**src/core/ibs_defs.svh**
```systemverilog
// Purpose: Offsets, field positions, reset values and timing counts of the two-wire master
// Assumes: Included by its bare name; holds definitions only
// Notes: Register offsets are byte addresses on a 32-bit AXI4-Lite bus
`ifndef IBS_DEFS_SVH
`define IBS_DEFS_SVH

// ----------------------------------------------------------------
// Register offsets
// ----------------------------------------------------------------
`define IBS_OFF_RELOAD 8'h00
`define IBS_OFF_BUFFER 8'h04
`define IBS_OFF_CTRL1 8'h08
`define IBS_OFF_CTRL2 8'h0C
`define IBS_OFF_STATUS 8'h10
`define IBS_OFF_FLAGS 8'h14

// ----------------------------------------------------------------
// Field positions
// ----------------------------------------------------------------
`define IBS_C1_EN 5
`define IBS_C1_CKP 4
`define IBS_C2_ACKSTAT 6
`define IBS_C2_PEN 2
`define IBS_ST_SMP 7
`define IBS_ST_CKE 6
`define IBS_FL_IRQ 0
`define IBS_FL_BCL 1
`define IBS_FL_BUSY 2

// ----------------------------------------------------------------
// Mode codes, reset values, timing
// ----------------------------------------------------------------
`define IBS_MODE_I2C_MST 4'h8
`define IBS_MODE_SPI_BRG 4'hA
`define IBS_RST_BYTE 8'h00
`define IBS_BRG_PRESCALE 2'h1
`define IBS_ACK_BIT 5'h08
`define IBS_LAST_DATA_BIT 5'h07
`define IBS_SPI_LAST_HALF 5'h0F
`define IBS_RESP_OKAY 2'h0
`define IBS_RESP_SLVERR 2'h2

`endif

```
**src/core/ibs_pkg.sv**
```systemverilog
// Purpose: Types of the two-wire master with baud generator and status flags
// Assumes: Used with ibs_defs.svh
// Notes: All module state except the assertion counter gap_ff lives in one packed struct
package ibs_pkg;

	// ----------------------------------------------------------------
	// Sequencer states, Gray coded along the Stop path from ST_IDLE to ST_STP_FIN
	// ----------------------------------------------------------------
	typedef enum logic [3:0] {
		ST_IDLE = 4'h0,
		ST_STP_DLO = 4'h1,
		ST_STP_BRG1 = 4'h3,
		ST_STP_SCLH = 4'h2,
		ST_STP_BRG2 = 4'h6,
		ST_STP_BRG3 = 4'h7,
		ST_STP_FIN = 4'h5,
		ST_TX_LO = 4'h8,
		ST_TX_HI = 4'h9,
		ST_TX_CNT = 4'hB,
		ST_SPI_RUN = 4'hC
	} ibs_st_t;

	// ----------------------------------------------------------------
	// Whole state of the block except the assertion counter gap_ff
	// ----------------------------------------------------------------
	typedef struct packed {
		logic aw_hold;
		logic [7:0] aw_addr;
		logic w_hold;
		logic [7:0] w_data;
		logic w_lane0;
		logic awready;
		logic wready;
		logic bvalid;
		logic [1:0] bresp;
		logic arready;
		logic rvalid;
		logic [31:0] rdata;
		logic [1:0] rresp;
		logic [7:0] reload;
		logic en;
		logic ckp;
		logic [3:0] mode;
		logic stop_enable;
		logic ackstat;
		logic input_sample_select;
		logic cke;
		logic data_addr;
		logic stop_seen;
		logic start_seen;
		logic rw;
		logic buffer_full_flag;
		logic serial_port_irq_flag;
		logic bus_collision_flag;
		logic addr_next;
		logic [7:0] rxb;
		logic [7:0] rxsh;
		logic [7:0] shreg;
		logic [4:0] cnt;
		ibs_st_t st;
		logic [7:0] brg_cnt;
		logic [1:0] pre;
		logic brg_run;
		logic [2:0] sda_s;
		logic [2:0] scl_s;
		logic [2:0] sdi_s;
		logic sda_f;
		logic scl_f;
		logic sdi_f;
		logic sda_prev;
		logic scl_oe;
		logic sda_oe;
		logic sck;
		logic sdo;
		logic slew_en;
		logic smbus_th;
	} ibs_state_t;

endpackage

```
**src/core/ibs_top.sv**
```systemverilog
// Purpose: Two-wire / serial-peripheral master with baud generator, Stop and status flags
// Assumes: aclk is the oscillator; AXI4-Lite register access; open-drain pins resolved outside
// Notes: Slave addressing and Start/Ack sequencing live elsewhere
//
// Notes on behaviour
// RQ1: In Stop, data sampled low after release and generator expiry flags a collision.
// RQ2: In Stop, clock sampled low before data goes high flags a collision.
// RQ3: Stop drives data low, releases clock, counts a generator period, then samples data.
// RQ4: Generator makes the serial clock in two-wire and serial-peripheral master modes.
// RQ5: Writing the shift buffer starts the generator counting.
// RQ6: After an operation the generator stops and the clock keeps its last level.
// RQ7: Reload strobe copies the reload value twice per serial clock period.
// RQ8: Serial clock equals oscillator over four times reload plus one.
// RQ9: Software avoids reload values 0x00, 0x01, 0x02 for the two-wire bus.
// RQ10: Peripheral master samples input at end when bit 7 set, middle otherwise.
// RQ11: Software keeps the sample select bit clear in peripheral slave use.
// RQ12: In two-wire mode bit 7 set disables slew control, clear enables it.
// RQ13: Peripheral mode bit 6 selects active-to-idle or idle-to-active data change.
// RQ14: In two-wire mode the clock-edge bit selects SMBus input thresholds.
// RQ15: Bit 5 reads 1 after a data byte, 0 after an address byte.
// RQ16: Bit 4 set when Stop detected last; cleared at reset and disable.
// RQ17: Bit 3 set when Start detected last; cleared at reset and disable.
// RQ18: Slave direction bit holds the last matching address direction. Here the bit shows the master direction rw; no slave matching.
// RQ19: Master direction bit shows transmit; ORed with enables it shows busy.
// RQ20: Bit 1 flags that software must reload the next address part. Here bit 1 always reads 0.
// RQ21: Buffer-full set when a received byte completes, clear when the buffer empties.
// RQ22: On two-wire transmit buffer-full stays set until the data bits are sent.
// RQ23: Any collision sets the collision flag and returns the port to idle.
// RQ24: After Stop, set stop status, one generator period later clear enable, flag.
// RQ25: Generator decrements once per instruction cycle and rolls over at zero.
//
// Design decisions made here: the register offsets and the AXI4-Lite register port.
`timescale 1ns/10ps
`include "ibs_defs.svh"

module ibs_top (
	input wire logic aclk,
	input wire logic aresetn,
	input wire logic [7:0] awaddr,
	input wire logic awvalid,
	output logic awready,
	input wire logic [31:0] wdata,
	input wire logic [3:0] wstrb,
	input wire logic wvalid,
	output logic wready,
	output logic [1:0] bresp,
	output logic bvalid,
	input wire logic bready,
	input wire logic [7:0] araddr,
	input wire logic arvalid,
	output logic arready,
	output logic [31:0] rdata,
	output logic [1:0] rresp,
	output logic rvalid,
	input wire logic rready,
	input wire logic scl_i,
	output logic scl_o,
	output logic scl_oe,
	input wire logic sda_i,
	output logic sda_o,
	output logic sda_oe,
	output logic sck_o,
	output logic sdo_o,
	input wire logic sdi_i,
	output logic slew_ctrl_en,
	output logic smbus_thresholds
);
	import ibs_pkg::*;

	localparam ibs_state_t RST_S = '{awready: 1'b1, wready: 1'b1, arready: 1'b1,
		st: ST_IDLE, sda_s: 3'h7, scl_s: 3'h7, sda_f: 1'b1, scl_f: 1'b1, sda_prev: 1'b1,
		slew_en: 1'b1, default: '0};

	ibs_state_t s_ff;
	ibs_state_t nxt_s;
	logic roll;
	logic brg_load;
	logic coll;
	logic i2c_mst;
	logic spi_mst;
	logic lead;
	logic chg;
	logic [7:0] rbyte;
	logic [10:0] gap_ff;

	// ----------------------------------------------------------------
	// Next-state logic
	// ----------------------------------------------------------------
	always_comb begin
		nxt_s = s_ff;
		brg_load = 1'b0;
		coll = 1'b0;
		rbyte = `IBS_RST_BYTE;
		lead = 1'b0;
		chg = 1'b0;
		i2c_mst = s_ff.en && (s_ff.mode == `IBS_MODE_I2C_MST);
		spi_mst = s_ff.en && (s_ff.mode == `IBS_MODE_SPI_BRG);
		roll = s_ff.brg_run && (s_ff.pre == `IBS_BRG_PRESCALE) && (s_ff.brg_cnt == 8'h00);

		// Pin synchronisers; a change counts once stages two and three agree
		nxt_s.sda_s = {s_ff.sda_s[1:0], sda_i};
		nxt_s.scl_s = {s_ff.scl_s[1:0], scl_i};
		nxt_s.sdi_s = {s_ff.sdi_s[1:0], sdi_i};
		if (s_ff.sda_s[1] == s_ff.sda_s[2]) begin
			nxt_s.sda_f = s_ff.sda_s[2];
		end
		if (s_ff.scl_s[1] == s_ff.scl_s[2]) begin
			nxt_s.scl_f = s_ff.scl_s[2];
		end
		if (s_ff.sdi_s[1] == s_ff.sdi_s[2]) begin
			nxt_s.sdi_f = s_ff.sdi_s[2];
		end
		nxt_s.sda_prev = s_ff.sda_f;

		// Generator: one decrement per two oscillator cycles, reload on rollover
		if (s_ff.brg_run) begin
			nxt_s.pre = (s_ff.pre == `IBS_BRG_PRESCALE) ? 2'h0 : s_ff.pre + 2'h1; // RQ8 RQ25
			if (s_ff.pre == `IBS_BRG_PRESCALE) begin
				if (s_ff.brg_cnt == 8'h00) begin
					nxt_s.brg_cnt = s_ff.reload; // RQ7
				end else begin
					nxt_s.brg_cnt = s_ff.brg_cnt - 8'h01; // RQ25
				end
			end
		end

		// Bus monitor for Start and Stop conditions
		if (s_ff.scl_f && s_ff.sda_prev && !s_ff.sda_f) begin
			nxt_s.start_seen = 1'b1; // RQ17
			nxt_s.stop_seen = 1'b0;
			nxt_s.addr_next = 1'b1;
		end
		if (s_ff.scl_f && !s_ff.sda_prev && s_ff.sda_f) begin
			nxt_s.stop_seen = 1'b1; // RQ16
			nxt_s.start_seen = 1'b0;
		end

		// AXI read channel; reading the buffer empties it
		if (s_ff.rvalid && rready) begin
			nxt_s.rvalid = 1'b0;
			nxt_s.arready = 1'b1;
		end
		if (arvalid && s_ff.arready) begin
			nxt_s.arready = 1'b0;
			nxt_s.rvalid = 1'b1;
			nxt_s.rresp = `IBS_RESP_OKAY;
			case (araddr)
				`IBS_OFF_RELOAD: rbyte = s_ff.reload;
				`IBS_OFF_BUFFER: begin
					rbyte = s_ff.rxb;
					nxt_s.buffer_full_flag = 1'b0; // RQ21
				end
				`IBS_OFF_CTRL1: rbyte = {2'h0, s_ff.en, s_ff.ckp, s_ff.mode};
				`IBS_OFF_CTRL2: rbyte = {1'b0, s_ff.ackstat, 3'h0, s_ff.stop_enable, 2'h0};
				// Direction bit shows the master rw and address update stays clear: no slave matching here
				`IBS_OFF_STATUS: rbyte = {s_ff.input_sample_select, s_ff.cke, s_ff.data_addr,
					s_ff.stop_seen, s_ff.start_seen, s_ff.rw, 1'b0, s_ff.buffer_full_flag}; // RQ18 RQ20
				`IBS_OFF_FLAGS: rbyte = {5'h00, s_ff.rw | s_ff.stop_enable,
					s_ff.bus_collision_flag, s_ff.serial_port_irq_flag}; // RQ19
				default: nxt_s.rresp = `IBS_RESP_SLVERR;
			endcase
			nxt_s.rdata = {24'h00_0000, rbyte};
		end

		// AXI write channel; address and data taken in either order
		if (s_ff.bvalid && bready) begin
			nxt_s.bvalid = 1'b0;
		end
		if (awvalid && s_ff.awready) begin
			nxt_s.aw_hold = 1'b1;
			nxt_s.aw_addr = awaddr;
		end
		if (wvalid && s_ff.wready) begin
			nxt_s.w_hold = 1'b1;
			nxt_s.w_data = wdata[7:0];
			nxt_s.w_lane0 = wstrb[0];
		end
		if (s_ff.aw_hold && s_ff.w_hold && !s_ff.bvalid) begin
			nxt_s.aw_hold = 1'b0;
			nxt_s.w_hold = 1'b0;
			nxt_s.bvalid = 1'b1;
			nxt_s.bresp = `IBS_RESP_OKAY;
			case (s_ff.aw_addr)
				`IBS_OFF_RELOAD: begin
					if (s_ff.w_lane0) begin
						nxt_s.reload = s_ff.w_data;
					end
				end
				`IBS_OFF_BUFFER: begin
					// Writes while a sequence runs are dropped
					if (s_ff.w_lane0 && s_ff.st == ST_IDLE && !s_ff.stop_enable) begin
						if (i2c_mst) begin
							nxt_s.shreg = s_ff.w_data;
							nxt_s.sda_oe = !s_ff.w_data[7];
							nxt_s.scl_oe = 1'b1;
							nxt_s.cnt = 5'h00;
							nxt_s.buffer_full_flag = 1'b1; // RQ22
							nxt_s.rw = 1'b1; // RQ19
							nxt_s.st = ST_TX_LO;
							brg_load = 1'b1; // RQ5
						end else if (spi_mst) begin
							nxt_s.shreg = s_ff.w_data;
							nxt_s.sdo = s_ff.w_data[7];
							nxt_s.sck = s_ff.ckp;
							nxt_s.cnt = 5'h00;
							nxt_s.st = ST_SPI_RUN;
							brg_load = 1'b1; // RQ5
						end
					end
				end
				`IBS_OFF_CTRL1: begin
					if (s_ff.w_lane0) begin
						nxt_s.en = s_ff.w_data[`IBS_C1_EN];
						nxt_s.ckp = s_ff.w_data[`IBS_C1_CKP];
						nxt_s.mode = s_ff.w_data[3:0];
					end
				end
				`IBS_OFF_CTRL2: begin
					// Stop may only be requested while the port is idle
					if (s_ff.w_lane0 && s_ff.w_data[`IBS_C2_PEN] && i2c_mst &&
						s_ff.st == ST_IDLE && !s_ff.stop_enable) begin
						nxt_s.stop_enable = 1'b1;
						nxt_s.st = ST_STP_DLO;
					end
				end
				`IBS_OFF_STATUS: begin
					if (s_ff.w_lane0) begin
						nxt_s.input_sample_select = s_ff.w_data[`IBS_ST_SMP];
						nxt_s.cke = s_ff.w_data[`IBS_ST_CKE];
					end
				end
				`IBS_OFF_FLAGS: begin
					// Write one to clear; hardware sets below win
					if (s_ff.w_lane0) begin
						nxt_s.serial_port_irq_flag = s_ff.serial_port_irq_flag &
							!s_ff.w_data[`IBS_FL_IRQ];
						nxt_s.bus_collision_flag = s_ff.bus_collision_flag &
							!s_ff.w_data[`IBS_FL_BCL];
					end
				end
				default: nxt_s.bresp = `IBS_RESP_SLVERR;
			endcase
		end
		nxt_s.awready = !nxt_s.aw_hold;
		nxt_s.wready = !nxt_s.w_hold;

		// Sequencer
		case (s_ff.st)
			ST_IDLE: nxt_s.brg_run = 1'b0; // RQ6
			ST_STP_DLO: begin
				nxt_s.sda_oe = 1'b1; // RQ3
				nxt_s.scl_oe = 1'b1;
				if (!s_ff.sda_f) begin
					brg_load = 1'b1;
					nxt_s.st = ST_STP_BRG1;
				end
			end
			ST_STP_BRG1: begin
				if (roll) begin
					nxt_s.scl_oe = 1'b0; // RQ3
					nxt_s.st = ST_STP_SCLH;
				end
			end
			ST_STP_SCLH: begin
				// Clock arbitration: wait for the line to rise
				if (s_ff.scl_f) begin
					brg_load = 1'b1; // RQ3
					nxt_s.st = ST_STP_BRG2;
				end
			end
			ST_STP_BRG2: begin
				if (!s_ff.scl_f) begin
					coll = 1'b1; // RQ2
				end else if (roll) begin
					nxt_s.sda_oe = 1'b0;
					nxt_s.st = ST_STP_BRG3;
				end
			end
			ST_STP_BRG3: begin
				if (!s_ff.scl_f && !s_ff.sda_f) begin
					coll = 1'b1; // RQ2
				end else if (roll) begin
					if (!s_ff.sda_f) begin
						coll = 1'b1; // RQ1
					end else begin
						nxt_s.stop_seen = 1'b1; // RQ24
						nxt_s.start_seen = 1'b0;
						nxt_s.st = ST_STP_FIN;
					end
				end
			end
			ST_STP_FIN: begin
				if (roll) begin
					nxt_s.stop_enable = 1'b0; // RQ24
					nxt_s.serial_port_irq_flag = 1'b1;
					nxt_s.st = ST_IDLE;
				end
			end
			ST_TX_LO: begin
				if (roll) begin
					nxt_s.scl_oe = 1'b0; // RQ4
					nxt_s.st = ST_TX_HI;
				end
			end
			ST_TX_HI: begin
				if (s_ff.scl_f) begin
					brg_load = 1'b1;
					nxt_s.st = ST_TX_CNT;
				end
			end
			ST_TX_CNT: begin
				// Released data bit pulled low by another master
				if (s_ff.cnt != `IBS_ACK_BIT && s_ff.shreg[7] && !s_ff.sda_f) begin
					coll = 1'b1; // RQ23
				end else if (roll) begin
					nxt_s.scl_oe = 1'b1;
					if (s_ff.cnt == `IBS_ACK_BIT) begin
						nxt_s.ackstat = s_ff.sda_f;
						nxt_s.serial_port_irq_flag = 1'b1;
						nxt_s.rw = 1'b0; // RQ19
						nxt_s.st = ST_IDLE;
					end else begin
						if (s_ff.cnt == `IBS_LAST_DATA_BIT) begin
							nxt_s.buffer_full_flag = 1'b0; // RQ22
							nxt_s.data_addr = !s_ff.addr_next; // RQ15
							nxt_s.addr_next = 1'b0;
						end
						nxt_s.shreg = {s_ff.shreg[6:0], 1'b1};
						nxt_s.sda_oe = !s_ff.shreg[6];
						nxt_s.cnt = s_ff.cnt + 5'h01;
						nxt_s.st = ST_TX_LO;
					end
				end
			end
			ST_SPI_RUN: begin
				if (roll) begin
					nxt_s.sck = !s_ff.sck; // RQ4
					lead = !s_ff.cnt[0];
					if (lead == (s_ff.cke ^ s_ff.input_sample_select)) begin
						nxt_s.rxsh = {s_ff.rxsh[6:0], s_ff.sdi_f}; // RQ10
					end
					chg = (lead == !s_ff.cke) && !(!s_ff.cke && s_ff.cnt == 5'h00) &&
						!(s_ff.cke && s_ff.cnt == `IBS_SPI_LAST_HALF); // RQ13
					if (chg) begin
						nxt_s.shreg = {s_ff.shreg[6:0], 1'b0};
						nxt_s.sdo = s_ff.shreg[6];
					end
					nxt_s.cnt = s_ff.cnt + 5'h01;
					if (s_ff.cnt == `IBS_SPI_LAST_HALF) begin
						nxt_s.rxb = nxt_s.rxsh;
						nxt_s.buffer_full_flag = 1'b1; // RQ21
						nxt_s.serial_port_irq_flag = 1'b1;
						nxt_s.st = ST_IDLE;
					end
				end
			end
			default: nxt_s.st = ST_IDLE;
		endcase

		// Reload strobe from a buffer write or the sequencer restarts the half period
		if (brg_load) begin
			nxt_s.brg_cnt = s_ff.reload; // RQ7
			nxt_s.pre = 2'h0;
			nxt_s.brg_run = 1'b1; // RQ5
		end

		// Collision aborts the sequence and frees both lines
		if (coll) begin
			nxt_s.bus_collision_flag = 1'b1; // RQ23
			nxt_s.st = ST_IDLE;
			nxt_s.sda_oe = 1'b0;
			nxt_s.scl_oe = 1'b0;
			nxt_s.stop_enable = 1'b0;
			nxt_s.buffer_full_flag = 1'b0;
			nxt_s.rw = 1'b0;
			nxt_s.brg_run = 1'b0;
		end

		// Disabled port: idle, lines free, Start/Stop history cleared
		if (!s_ff.en) begin
			nxt_s.st = ST_IDLE;
			nxt_s.sda_oe = 1'b0;
			nxt_s.scl_oe = 1'b0;
			nxt_s.stop_enable = 1'b0;
			nxt_s.rw = 1'b0;
			nxt_s.brg_run = 1'b0;
			nxt_s.stop_seen = 1'b0; // RQ16
			nxt_s.start_seen = 1'b0; // RQ17
		end

		// Pad controls follow the two-wire option bits
		nxt_s.slew_en = !s_ff.input_sample_select; // RQ12
		nxt_s.smbus_th = s_ff.cke && i2c_mst; // RQ14
	end

	// ----------------------------------------------------------------
	// State register
	// ----------------------------------------------------------------
	always_ff @(posedge aclk) begin
		if (!aresetn) begin
			s_ff <= RST_S;
		end else begin
			s_ff <= nxt_s;
		end
	end

	// Ports straight from the state register; scl_o and sda_o tied low
	assign awready = s_ff.awready;
	assign wready = s_ff.wready;
	assign bvalid = s_ff.bvalid;
	assign bresp = s_ff.bresp;
	assign arready = s_ff.arready;
	assign rvalid = s_ff.rvalid;
	assign rdata = s_ff.rdata;
	assign rresp = s_ff.rresp;
	assign scl_o = 1'b0;
	assign sda_o = 1'b0;
	assign scl_oe = s_ff.scl_oe;
	assign sda_oe = s_ff.sda_oe;
	assign sck_o = s_ff.sck;
	assign sdo_o = s_ff.sdo;
	assign slew_ctrl_en = s_ff.slew_en;
	assign smbus_thresholds = s_ff.smbus_th;

	// ----------------------------------------------------------------
	// Assertions
	// ----------------------------------------------------------------
	// Cycles since the last reload of the generator
	always_ff @(posedge aclk) begin
		if (!aresetn || brg_load || roll) begin
			gap_ff <= 11'h001;
		end else if (gap_ff != 11'h7FF) begin
			gap_ff <= gap_ff + 11'h001;
		end
	end

	AST_BRG_PERIOD: assert property (@(posedge aclk) disable iff (!aresetn) // RQ8
		roll && $stable(s_ff.reload) |-> gap_ff == ({3'h0, s_ff.reload} + 11'h001) * 11'h002)
		else $error("generator half period wrong");
	AST_RELOAD_COPY: assert property (@(posedge aclk) disable iff (!aresetn) // RQ7
		roll && s_ff.st != ST_IDLE && s_ff.en && !coll |=> s_ff.brg_cnt == $past(s_ff.reload))
		else $error("reload not copied on rollover");
	AST_STOP_DRIVE: assert property (@(posedge aclk) disable iff (!aresetn) // RQ3
		s_ff.st == ST_STP_BRG1 |-> s_ff.sda_oe && s_ff.scl_oe)
		else $error("stop lines not held low");
	AST_STOP_SDA_COLL: assert property (@(posedge aclk) disable iff (!aresetn) // RQ1
		s_ff.en && s_ff.st == ST_STP_BRG3 && roll && !s_ff.sda_f
		|=> s_ff.bus_collision_flag && s_ff.st == ST_IDLE && !s_ff.stop_enable)
		else $error("data low after stop not flagged");
	AST_STOP_SCL_COLL: assert property (@(posedge aclk) disable iff (!aresetn) // RQ2
		s_ff.en && s_ff.st == ST_STP_BRG2 && !s_ff.scl_f
		|=> s_ff.bus_collision_flag && !s_ff.scl_oe && !s_ff.sda_oe)
		else $error("clock low during stop not flagged");
	AST_START_COUNT: assert property (@(posedge aclk) disable iff (!aresetn) // RQ5
		s_ff.st == ST_IDLE && s_ff.en && $changed(s_ff.st) == 1'b0 ##1 s_ff.st == ST_TX_LO
		|-> s_ff.brg_run && s_ff.brg_cnt == s_ff.reload && s_ff.buffer_full_flag)
		else $error("buffer write did not start generator");
	AST_IDLE_HOLD: assert property (@(posedge aclk) disable iff (!aresetn) // RQ6
		s_ff.st == ST_IDLE && $past(s_ff.st) == ST_IDLE |-> $stable(s_ff.sck) && !s_ff.brg_run)
		else $error("clock moved while idle");
	AST_STOP_FINISH: assert property (@(posedge aclk) disable iff (!aresetn) // RQ24
		s_ff.en && s_ff.st == ST_STP_FIN && roll
		|=> !s_ff.stop_enable && s_ff.serial_port_irq_flag && s_ff.stop_seen)
		else $error("stop completion wrong");
	AST_DISABLE_CLEARS: assert property (@(posedge aclk) disable iff (!aresetn) // RQ16 RQ17
		!s_ff.en |=> !s_ff.stop_seen && !s_ff.start_seen)
		else $error("start or stop flag kept while disabled");

endmodule // ibs_top

```
**config.mk**
```make
export PLATFORM = sky130hd
export DESIGN_NAME = ibs_top
export DESIGN_NICKNAME = d
export VERILOG_FILES = /design/src/core/ibs_pkg.sv /design/src/core/ibs_top.sv
export VERILOG_INCLUDE_DIRS = /design/src /design/src/core
export SDC_FILE = /design/constraint.sdc
export NUM_CORES = 1
export LEC_CHECK = 0
export BUFFER_PORTS_ARGS = -buffer_cell sky130_fd_sc_hd__buf_2
export CAP_MARGIN = 5
export CORE_ASPECT_RATIO = 1.4
export CORE_MARGIN = 10
export CORE_UTILIZATION = 35
export DETAILED_ROUTE_END_ITERATION = 7
export PLACE_DENSITY = 0.61
export REMOVE_ABC_BUFFERS = 1
export SYNTH_ARGS = -nofsm -noshare
export SYNTH_HDL_FRONTEND = slang
export SYNTH_SLANG_ARGS = --single-unit
```
**constraint.sdc**
```tcl
create_clock -name aclk -period 2.7 [get_ports aclk]
set_clock_uncertainty 0.1 [all_clocks]
set_input_delay 0.135 -clock aclk [delete_from_list [all_inputs] [get_ports aclk]]
set_output_delay 0.135 -clock aclk [all_outputs]
set_load 0.05 [all_outputs]
```
==> results of run 1 <==
[through the flow]
stage | utilization, % | worst slack [ns] | hold WS (ns) | cells
final | 43.4 | 0.299 | 0.00910 | 1077
after global routing | 43.4 | 0.147 | 0.0871 | 1077
after CTS | 43.4 | 0.295 | 0.0110 | 1077
after detailed placement | 38.6 | 0.333 | 0.222 | 1020
after global placement | 38.6 | 0.337 | 0.223 | 1020
after floorplan | - | 0.344 | 0.104 | 693
[layer usage]
layer  part of all wire [%]  GRT usage, %  wire length [um]  vias to the layer above
li1                       -             -                 -                     2783
met4                    3.3          7.67               572                        0
met1                     40          15.5              6980                     2622
met3                    3.6          2.70               638                       33
met5                      0             0                 0                        -
met2                     53          27.4              9390                      135
[cell usage in the layout (no fill, tap or decap), types with 4 or more instances in the layout]
master and instances:
a211oi_1 14, a21boi_0 4, a21oi_1 61, a2bb2oi_1 5, a311oi_1 7, a31oi_1 12
and2_1 7, and3_1 7, buf_2 55, buf_4 36, clkbuf_16 17, clkinv_2 5
conb_1 28, dfxtp_1 123, dlygate4sd3_1 25, ha_1 4, inv_1 15, mux2i_1 43
nand2_1 97, nand2b_1 14, nand3_1 21, nand3b_1 9, nand4_1 4, nor2_1 69
nor2b_1 7, nor3_1 16, nor4_1 5, nor4_4 4, o21a_1 7, o21ai_0 30
o32ai_1 4
[flip-flops by register name, summed over array words and instances (netlist names)]
name,count
arready,1
awready,1
bresp,1
bvalid,1
nxt_s,7
rdata,8
rresp,1
rvalid,1
s_ff,95
sck_o,1
scl_oe,1
sda_oe,1
sdo_o,1
slew_ctrl_en,1
smbus_thresholds,1
wready,1
[area by class of cell]
type | instances | share of cell area [%]
flip-flops and latches | 123 | 32.5
repair buffers | 116 | 10.5
inverters | 16 | 0.792
clock inverters | 14 | 1.90
multi-input cells | 554 | 44.7
clock buffers | 18 | 5.79
well taps | 236 | 3.89
[worst paths after layout]
| path | endpoint | cells after the start |
|---|---|---|
| setup / recovery | s_ff[36] | 7 |
| hold / removal | rdata[7] | 4 |
| setup reg to reg | s_ff[36] | 7 |
| hold reg to reg | nxt_s[15] | 1 |
[worst reg2reg max path, delay by kind of cell (launching register included)]
kind,cells,cell delay [ns]
flip-flops,1,0.48
AND/OR/NAND/NOR,2,0.66
buffers and inverters,1,0.12
AO/OA/AOI/OAI,2,0.39
multiplexers,1,0.33
adder cells (fa/ha/maj),1,0.24
[what timing repair did]
| item | in CTS | in global routing |
|---|---|---|
| hold buffers | 25 | 0 |
| hold endpoints to repair | 28 | 0 |
| endpoints found under the setup margin | 0 | 0 |
[power breakdown]
| group | total, mW | switching, mW | internal [mW] |
|---|---|---|---|
| registers | 1.88 | 0.0320 | 1.85 |
| logic | 0.310 | 0.220 | 0.0901 |
| clock network | 2.23 | 0.851 | 1.38 |
[cells by family (layout without fill, tap and decap cells)]
logic type | Yosys count | after routing | share of synthesized area (%)
and+or+nand+nor | 294 | 294 | 25.0
AOI/OAI and AO/OA | 178 | 178 | 18.4
DFF | 123 | 123 | 39.3
buffers and inverters | 96 | 164 | 8.25
muxes | 47 | 47 | 7.65
adders and majority gates | 4 | 4 | 0.799
xor gates and xnor gates | 3 | 3 | 0.539
other | 1 | 28 | 0.0599
==> flow_metrics.py, run 1 <==
metrics = {
    "sta": {
        "fin_setup_tns_ns": 0,
        "fin_crit_ns": 2.40,
        "rsz0062_at_grt": "no",
        "setup_viol": 0,
        "max_slew_margin_pct": 58.5,
        "finalCritPeriodShare_pct": 88.9,
        "finalHoldViolations": 0,
        "tightest_slew_ns": 0.621,
        "fmax_ghz": 0.416,
        "drv_slew": 0,
    },
    "synth": {
        "synthArstFlopShare_pct": 0,
        "synth_cell_types": 78,
        "synthTopCellsByCount": "dfxtp_1, nand2_1, nor2_1, a21oi_1, mux2i_1",
        "synth-edff-count": 0,
        "ys_warn_count": 0,
        "yosysSeqAreaShare_pct": 39.3,
        "synthTopCellsByArea": "dfxtp_1, mux2i_1, nand2_1, a21oi_1, buf_4",
        "synth_top_flop_cell": "dfxtp_1",
        "synth-seq-cells": 123,
        "netlist_area_mm2": 0.00626,
        "synth_largest_area_cell": "dfxtp_1",
        "synth.avg_cell_area_um2": 8.40,
        "yosysTopAreaCellShare_pct": 39.3,
        "synthCells": 746,
        "yosysMostFrequentCell": "dfxtp_1",
    },
    "worst_setup_path": {
        "critPathTopFamily": "simple AND/OR/NAND/NOR gates",
        "ff2ff_setup_slack_ns": 0.30,
        "cp_max_fo": 6,
        "crit_path_max_incr_delay_ns": 0.48,
        "cp_data_arrival_time_ns": 2.64,
        "cp-startpoint": "s_ff[34]",
        "cp_slowest_cell": "dfxtp_1",
        "worst-setup-path-type": "reg -> reg",
        "rr_startpoint": "s_ff[34]",
        "crit_chain": "inv_1 > ha_1 > and4bb_2 > nor3_2 > o21ai_2 > mux2_4 > a211oi_2",
        "cp-end-kind": "register",
        "critPathRequiredTime_ns": 2.93,
        "crit_buf_inv": 1,
        "startpoint_type": "register",
    },
    "clock_tree": {
        "clockRootBuffer": "clkbuf_16",
        "htreeDepth": 4,
        "clock-sinks": 123,
        "cts_buffers": 17,
        "clk_latency_ns": 0.41,
        "cts_buffer_depth": 2,
        "cts_tree": "built",
        "cts_resized": 0,
        "clk_pin_slew_ns": 0.06,
        "postCtsSetupRepairBufs": 0,
    },
    "detailed_routing": {
        "ant_nets": 0,
        "via_per_inst": 5.17,
        "vias": 5573,
        "wire_per_inst_um": 16.3,
        "dr.pass1.iters": 4,
        "finalWirelength_mm": 17.6,
        "drt_iter0_drc": 384,
        "drc": 0,
    },
    "pwr": {
        "power_mw": 4.43,
        "cellLeakagePower_nw": 3.09,
        "ir_worst_vdd_v": 0.000348,
        "cellPowerDensity_mw_per_mm2": 584,
    },
    "floorplan": {
        "rows": 57,
        "io_pins": 111,
        "start_util_pct": 35.9,
        "fp.dieW_um": 133,
        "die_h_um": 178,
        "coreArea_mm2": 0.0175,
        "die-area_mm2": 0.0237,
    },
    "grt": {
        "antenna_found_initial": 0,
        "grt_remaining_overflow": 0,
        "grt_max_degree": 33,
        "grt_pass1_wl_mm": 28.3,
        "grt_pass1_vias": 5437,
        "grt.total_usage_pct": 14.8,
    },
    "run_status": {
        "outcome": "finished clean",
    },
    "cells_and_area": {
        "final_cell_area_mm2": 0.00758,
        "area_delta_synth_final_pct": 21.1,
        "layout.nets": 894,
        "fillCellCount": 1721,
        "multi_input_area_mm2": 0.00339,
        "drive_gt1_share_pct": 17.8,
        "regArea_mm2": 0.00246,
        "antenna_cells": 0,
    },
    "worst_hold_path": {
        "min_path_type": "in -> reg",
        "hp-start": "arvalid",
    },
    "place": {
        "hpwl_mm": 12.9,
        "port_buffers": 55,
        "place_area_mm2": 0.00675,
        "gp_congestion": 0.887,
    },
    "run": {
        "cap_viol_max_count": 0,
    },
}
(Power assumes the default switching activity.)
==> run 2, diff against run 1 <==
--- a/config.mk
+++ b/config.mk
@@ -6,6 +6,7 @@
 export SDC_FILE = /design/constraint.sdc
 export NUM_CORES = 1
 export LEC_CHECK = 0
+export ABC_AREA = 1
 export BUFFER_PORTS_ARGS = -buffer_cell sky130_fd_sc_hd__buf_2
 export CAP_MARGIN = 5
 export CORE_ASPECT_RATIO = 1.4
==> run 2 against run 1 <==
Effect of this change:
- critical path type unchanged
- worst hold slack gained 0.028 ns
- non-clock buffer count decreased by 25
- sequential share of layout area increased by 1.4 points
- critical endpoint is now s_ff[41]
- final cell count grew 10%
- wire length decreased by 7.5%
- utilization is 0.32 points lower
- sequential cell count unchanged
- largest cell class unchanged
==> flow_metrics.py, run 2 <==
metrics = {
    "pwr": {
        "cellPowerDensity_mw_per_mm2": 628,
        "cellLeakagePower_nw": 3.12,
        "power_frac_comb_pct": 7.1,
        "p_seq_share_pct": 41.0,
        "clock_power_share_pct": 51.9,
        "ir_worst_vdd_v": 0.000513,
        "p_int_mw": 3.45,
        "switchingPower_mw": 1.12,
        "switching_share_pct": 24.5,
    },
    "worst_hold_path": {
        "min_path_type": "in -> reg",
    },
    "grt": {
        "gr-usage-met1_pct": 15.8,
        "grt_pass1_wl_mm": 26.3,
        "grt_max_degree": 47,
        "grt_pass1_vias": 5312,
        "grt_use_met3_pct": 4.11,
        "grt.total_usage_pct": 13.9,
        "use_met2_pct": 24.1,
        "grt_remaining_overflow": 0,
        "grt_busiest_layer": "met2",
        "antenna_found_initial": 0,
    },
    "synth": {
        "synth_largest_area_cell": "dfxtp_1",
        "synth.avg_cell_area_um2": 6.98,
        "netlist_area_mm2": 0.00607,
        "synth-edff-count": 0,
        "yosysTopAreaCellShare_pct": 40.6,
        "synthArstFlopShare_pct": 0,
        "synth_cell_types": 42,
        "synthTopCellsByCount": "nand2_1, dfxtp_1, inv_1, nor2_1, o21ai_0",
        "synth_top_flop_cell": "dfxtp_1",
        "yosysSeqAreaShare_pct": 40.6,
        "ys_warn_count": 0,
        "synth-seq-cells": 123,
        "synthTopCellsByArea": "dfxtp_1, nand2_1, inv_1, o21ai_0, a21oi_1",
        "synthCells": 870,
        "yosysMostFrequentCell": "nand2_1",
    },
    "run": {
        "cap_viol_max_count": 0,
    },
    "cells_and_area": {
        "top_register": "s_ff",
        "mostFrequentLayoutCell": "nand2_1",
        "largest_register_ffs": 95,
        "final_cells": 1188,
        "drive_gt1_share_pct": 13.6,
        "area_delta_synth_final_pct": 19.9,
        "antenna_cells": 0,
        "layout_common_cells": "nand2_1, dfxtp_1, inv_1",
        "layout.nets": 1009,
    },
    "detailed_routing": {
        "wire_per_inst_um": 13.7,
        "via_per_inst": 4.70,
        "dr.pass1.iters": 5,
        "vias": 5589,
        "drt_iter0_drc": 253,
        "ant_nets": 0,
        "finalWirelength_mm": 16.3,
        "drc": 0,
    },
    "clock_tree": {
        "htreeDepth": 4,
        "clk_pin_slew_ns": 0.06,
        "cts_buffer_depth": 2,
        "clockRootBuffer": "clkbuf_16",
        "cts_buffers": 17,
        "postCtsSetupRepairBufs": 0,
        "clock-sinks": 123,
        "clk_latency_ns": 0.42,
        "cts_tree": "built",
    },
    "worst_setup_path": {
        "crit_buf_inv": 3,
        "crit_path_max_incr_delay_ns": 0.34,
        "worst-setup-path-type": "reg -> reg",
        "ff2ff_setup_slack_ns": 0.48,
        "cp-end-kind": "register",
        "crit_path_frequent_cell": "nand2_2",
        "crit_chain": "inv_1 > ha_1 > nand2_2 > nor2_4 > nand2_2 > inv_2 > nand2_2 > nor2_2 > nor2_2 > clkinv_2 > nand2_1 > a21oi_1",
        "cp_max_fo": 15,
        "cp_slowest_cell": "nor2_2",
        "critPathRequiredTime_ns": 2.88,
        "critPathTopFamily": "simple AND/OR/NAND/NOR gates",
        "startpoint_type": "register",
        "cp_data_arrival_time_ns": 2.40,
    },
    "floorplan": {
        "die-area_mm2": 0.0231,
        "io_pins": 111,
        "start_util_pct": 35.9,
        "fp.dieW_um": 131,
        "coreArea_mm2": 0.0169,
        "rows": 56,
        "die_h_um": 176,
    },
    "sta": {
        "tightest_slew_ns": 0.585,
        "rsz0062_at_grt": "no",
        "finalHoldViolations": 0,
        "hold_ws_ns": 0.0375,
        "fmax_ghz": 0.451,
        "fin_crit_ns": 2.22,
        "setup_viol": 0,
        "finalCritPeriodShare_pct": 82.2,
        "drv_slew": 0,
        "max_slew_margin_pct": 61.0,
        "fin_setup_tns_ns": 0,
    },
    "place": {
        "port_buffers": 55,
        "dp_cells": 1134,
        "hpwl_mm": 12.2,
        "gp_congestion": 0.960,
    },
    "run_status": {
        "outcome": "finished clean",
    },
}
==> run 2: cell types whose count changed in the layout (fill, tap and decap cells not counted), sizes merged, moves of 19 or more <==
cell	before	now
nand3	21	40
buf	91	69
mux2i	43	0
nor2	69	99
o21ai	31	90
nand2	97	169
inv	19	127
==> run 2: repair_timing <==
action                    CTS  global route
hold buffers               22             0
resized for setup           0             0
hold endpoints to repair   23             0
==> run 2: kinds of logic (layout without fill, tap and decap cells) <==
group,count (synthesis),after routing,synth area share (%)
xor gates and xnor gates,4,4,0.577
AOI/OAI and AO/OA,203,203,18.7
other,1,28,0.0618
adders and majority gates,4,4,0.825
buffers and inverters,189,248,14.4
and+or+nand+nor,346,346,24.8
DFF,123,123,40.6
==> run 2: worst paths after layout <==
| path | from | to | cells past startpoint |
|---|---|---|---|
| setup reg to reg | s_ff[22] | s_ff[41] | 12 |
| hold / removal | araddr[1] | rresp[1] | 5 |
| setup / recovery | s_ff[22] | s_ff[41] | 12 |
| hold reg to reg | nxt_s[17] | nxt_s[18] | 1 |
==> run 2: routing by layer <==
metal / vias to the layer above / wire length [um]
li1: 2914 / -
met1: 2505 / 7040
met2: 144 / 7940
met3: 26 / 987
met4: 0 / 290
met5: - / 0
==> run 2: power groups by stage <==
stage	Combinational, mW	Clock [mW]	Sequential, mW
4_1_cts	0.326	2.41	1.88
2_1_floorplan	0.187	0	1.94
6_report	0.324	2.37	1.88
3_3_place_gp	0.300	0	1.91
5_1_grt	0.358	2.49	1.88
3_5_place_dp	0.301	0	1.91
==> run 2: final cells by class <==
cell class | instances | area, um2
Fill cell | 1774 | 9610
Multi-Input combinational cell | 585 | 2830
Sequential cell | 123 | 2460
Timing Repair Buffer | 91 | 601
Inverter | 125 | 470
Clock buffer | 20 | 457
Tap cell | 232 | 290
Clock inverter | 12 | 163
==> run 2: worst min-delay path, stage by stage <==
cell and delay, ns:
buf_2 0.07, inv_1 0.04, nand3_1 0.08, a31oi_1 0.11, nor2_1 0.09
==> run 2: per-stage QoR <==
stage | worst slack (ns) | power [mW] | area (um2) | utilization (%)
global placement | 0.476 | 2.21 | 6430 | 38.1
global route | 0.222 | 4.73 | 7270 | 43.1
detailed placement | 0.459 | 2.22 | 6430 | 38.1
CTS | 0.444 | 4.61 | 7270 | 43.1
floorplan | 0.553 | 2.13 | 5760 | -
finish | 0.482 | 4.57 | 7270 | 43.1
==> run 3, diff against run 2 <==
==> constraint.sdc (replaced) <==
create_clock -name aclk -period 2.2 [get_ports aclk]
set_clock_uncertainty 0.1 [all_clocks]
set_input_delay 0.11 -clock aclk [delete_from_list [all_inputs] [get_ports aclk]]
set_output_delay 0.11 -clock aclk [all_outputs]
set_load 0.05 [all_outputs]
==> run 3 against run 2 <==
Effect of this change:
- sequential power up 22%
- largest cell class unchanged
- final area up 2.7%
- critical path depth unchanged
- non-clock buffer count up 19
- sequential share of layout area down 0.88 points
- power up 25%
- register-to-register slack worse by 0.27 ns
- utilization up 1.2 points
- die area unchanged
- combinational power up 27%
- critical endpoint is now s_ff[46]
==> flow_metrics.py, run 3 (synthesis results as in run 2) <==
metrics = {
    "detailed_routing": {
        "ant_nets": 0,
        "via_per_inst": 4.77,
        "drt_iter0_drc": 360,
        "wire_per_inst_um": 13.9,
        "vias": 5754,
        "finalWirelength_mm": 16.7,
        "dr.pass1.iters": 5,
        "drc": 0,
    },
    "worst_setup_path": {
        "cp_slowest_cell": "dfxtp_1",
        "cp-end-kind": "register",
        "crit_chain": "inv_1 > ha_1 > nand2_2 > nor2_4 > nand2_2 > inv_2 > nand2_2 > nor2_2 > nor2_4 > clkinv_2 > nand2_1 > a21oi_1",
        "cp_max_fo": 8,
        "critPathRequiredTime_ns": 2.46,
        "critPathTopFamily": "simple AND/OR/NAND/NOR gates",
        "r2r-end": "s_ff[46]",
        "crit_path_max_incr_delay_ns": 0.29,
        "r2r_cells": 12,
        "startpoint_type": "register",
        "worst-setup-path-type": "reg -> reg",
        "rr_startpoint": "s_ff[22]",
        "ff2ff_setup_slack_ns": 0.21,
        "cp_data_arrival_time_ns": 2.24,
        "crit_path_frequent_cell": "nand2_2",
        "crit_buf_inv": 3,
    },
    "sta": {
        "fin_crit_ns": 1.99,
        "setup_viol": 0,
        "hold_ws_ns": 0.0923,
        "finalCritPeriodShare_pct": 90.3,
        "fin_ws_ns": 0.214,
        "max_slew_margin_pct": 65.6,
        "fmax_ghz": 0.504,
        "finalHoldViolations": 0,
        "drv_slew": 0,
        "tightest_slew_ns": 0.512,
        "fin_setup_tns_ns": 0,
        "rsz0062_at_grt": "no",
    },
    "place": {
        "pre_cts_slack_ns": 0.116,
        "dp_cells": 1149,
        "port_buffers": 55,
        "gp_congestion": 1.00,
        "hpwl_mm": 12.5,
    },
    "cells_and_area": {
        "layout.nets": 1028,
        "largest_register_ffs": 95,
        "drive_gt1_share_pct": 14.9,
        "antenna_cells": 0,
        "mostFrequentLayoutCell": "nand2_1",
        "area_delta_synth_final_pct": 23.1,
        "final_cells": 1207,
        "top_register": "s_ff",
        "fillCellCount": 1744,
        "layout_common_cells": "nand2_1, dfxtp_1, inv_1",
    },
    "clock_tree": {
        "htreeDepth": 4,
        "clk_latency_ns": 0.43,
        "clock-sinks": 123,
        "cts_tree": "built",
        "cts_buffer_depth": 2,
        "cts_buffers": 17,
        "clk_pin_slew_ns": 0.06,
        "clockRootBuffer": "clkbuf_16",
    },
    "grt": {
        "grt_max_degree": 60,
        "grt_pass1_vias": 5420,
        "grt.total_usage_pct": 14.3,
        "antenna_found_initial": 0,
        "grt_pass1_wl_mm": 26.9,
        "grt_remaining_overflow": 0,
    },
    "run_status": {
        "outcome": "finished clean",
    },
    "worst_hold_path": {
        "hold_path_depth": 5,
        "min_to": "rresp[1]",
        "hp-start": "araddr[5]",
        "min_path_type": "in -> reg",
    },
    "floorplan": {
        "fp.dieW_um": 131,
        "die-area_mm2": 0.0231,
        "io_pins": 111,
        "coreArea_mm2": 0.0169,
        "die_h_um": 176,
        "start_util_pct": 35.9,
        "rows": 56,
    },
    "pwr": {
        "cellLeakagePower_nw": 3.23,
        "ir_worst_vdd_v": 0.000464,
        "power_mw": 5.70,
        "cellPowerDensity_mw_per_mm2": 763,
    },
    "run": {
        "cap_viol_max_count": 0,
    },
}
-- run 3: changes by cell type in the layout (fill, tap and decap cells not counted), sizes merged --
cell / delta
bufinv: +1
clkbuf: -1
buf: +15
dlygate4sd3: +4
-- run 3: how the worst max path moves through the flow --
stage | slack (ns) | cells after the start | from | end
after floorplan | 0.05 | 11 | bvalid | s_ff[22]
after global placement | 0.13 | 11 | s_ff[34] | s_ff[45]
after detailed placement | 0.12 | 11 | s_ff[34] | s_ff[40]
after CTS | 0.08 | 11 | s_ff[34] | s_ff[46]
after global routing | 0.006 | 11 | s_ff[34] | s_ff[40]
final | 0.21 | 12 | s_ff[22] | s_ff[46]
-- run 3: stage by stage --
stage | utilization [%] | area (um2)
2_1_floorplan | - | 5760
5_1_grt | 44.2 | 7470
6_report | 44.2 | 7470
4_1_cts | 44.2 | 7460
3_5_place_dp | 38.9 | 6570
3_3_place_gp | 38.9 | 6570
-- run 3: cell type report --
cell class / instances / area [um2] / area share [%]
well taps: 232 / 290 / 3.89
repair buffers: 110 / 778 / 10.4
clock buffers: 19 / 443 / 5.93
inverters: 125 / 470 / 6.30
clock inverters: 13 / 189 / 2.53
flip-flops and latches: 123 / 2460 / 33.0
multi-input cells: 585 / 2840 / 38.0
-- run 3: where the power goes --
part	internal [mW]	switching, mW
Combinational	0.108	0.303
Sequential	2.28	0.0239
Clock	1.93	1.06
Total	4.32	1.38
-- run 3: what timing repair did --
item | CTS | global route
gates resized for setup | 0 | 1
endpoints found under the setup margin | 0 | 7
hold buffers | 26 | 0
endpoints found under the hold margin | 26 | 0
setup buffers | 0 | 0
-- run 3: layer usage --
layer	GRT usage (%)	vias up	share of wire, %
met3	3.85	38	5.8
met4	6.78	0	2.9
met2	24.6	163	48
met1	16.2	2596	43
met5	0	-	0
li1	-	2957	-
-- run 3: worst min-delay path: stages --
cell and delay (ns):
buf_2 0.09, nor2_1 0.06, nand2_1 0.11, a31oi_1 0.13, nor2_1 0.09
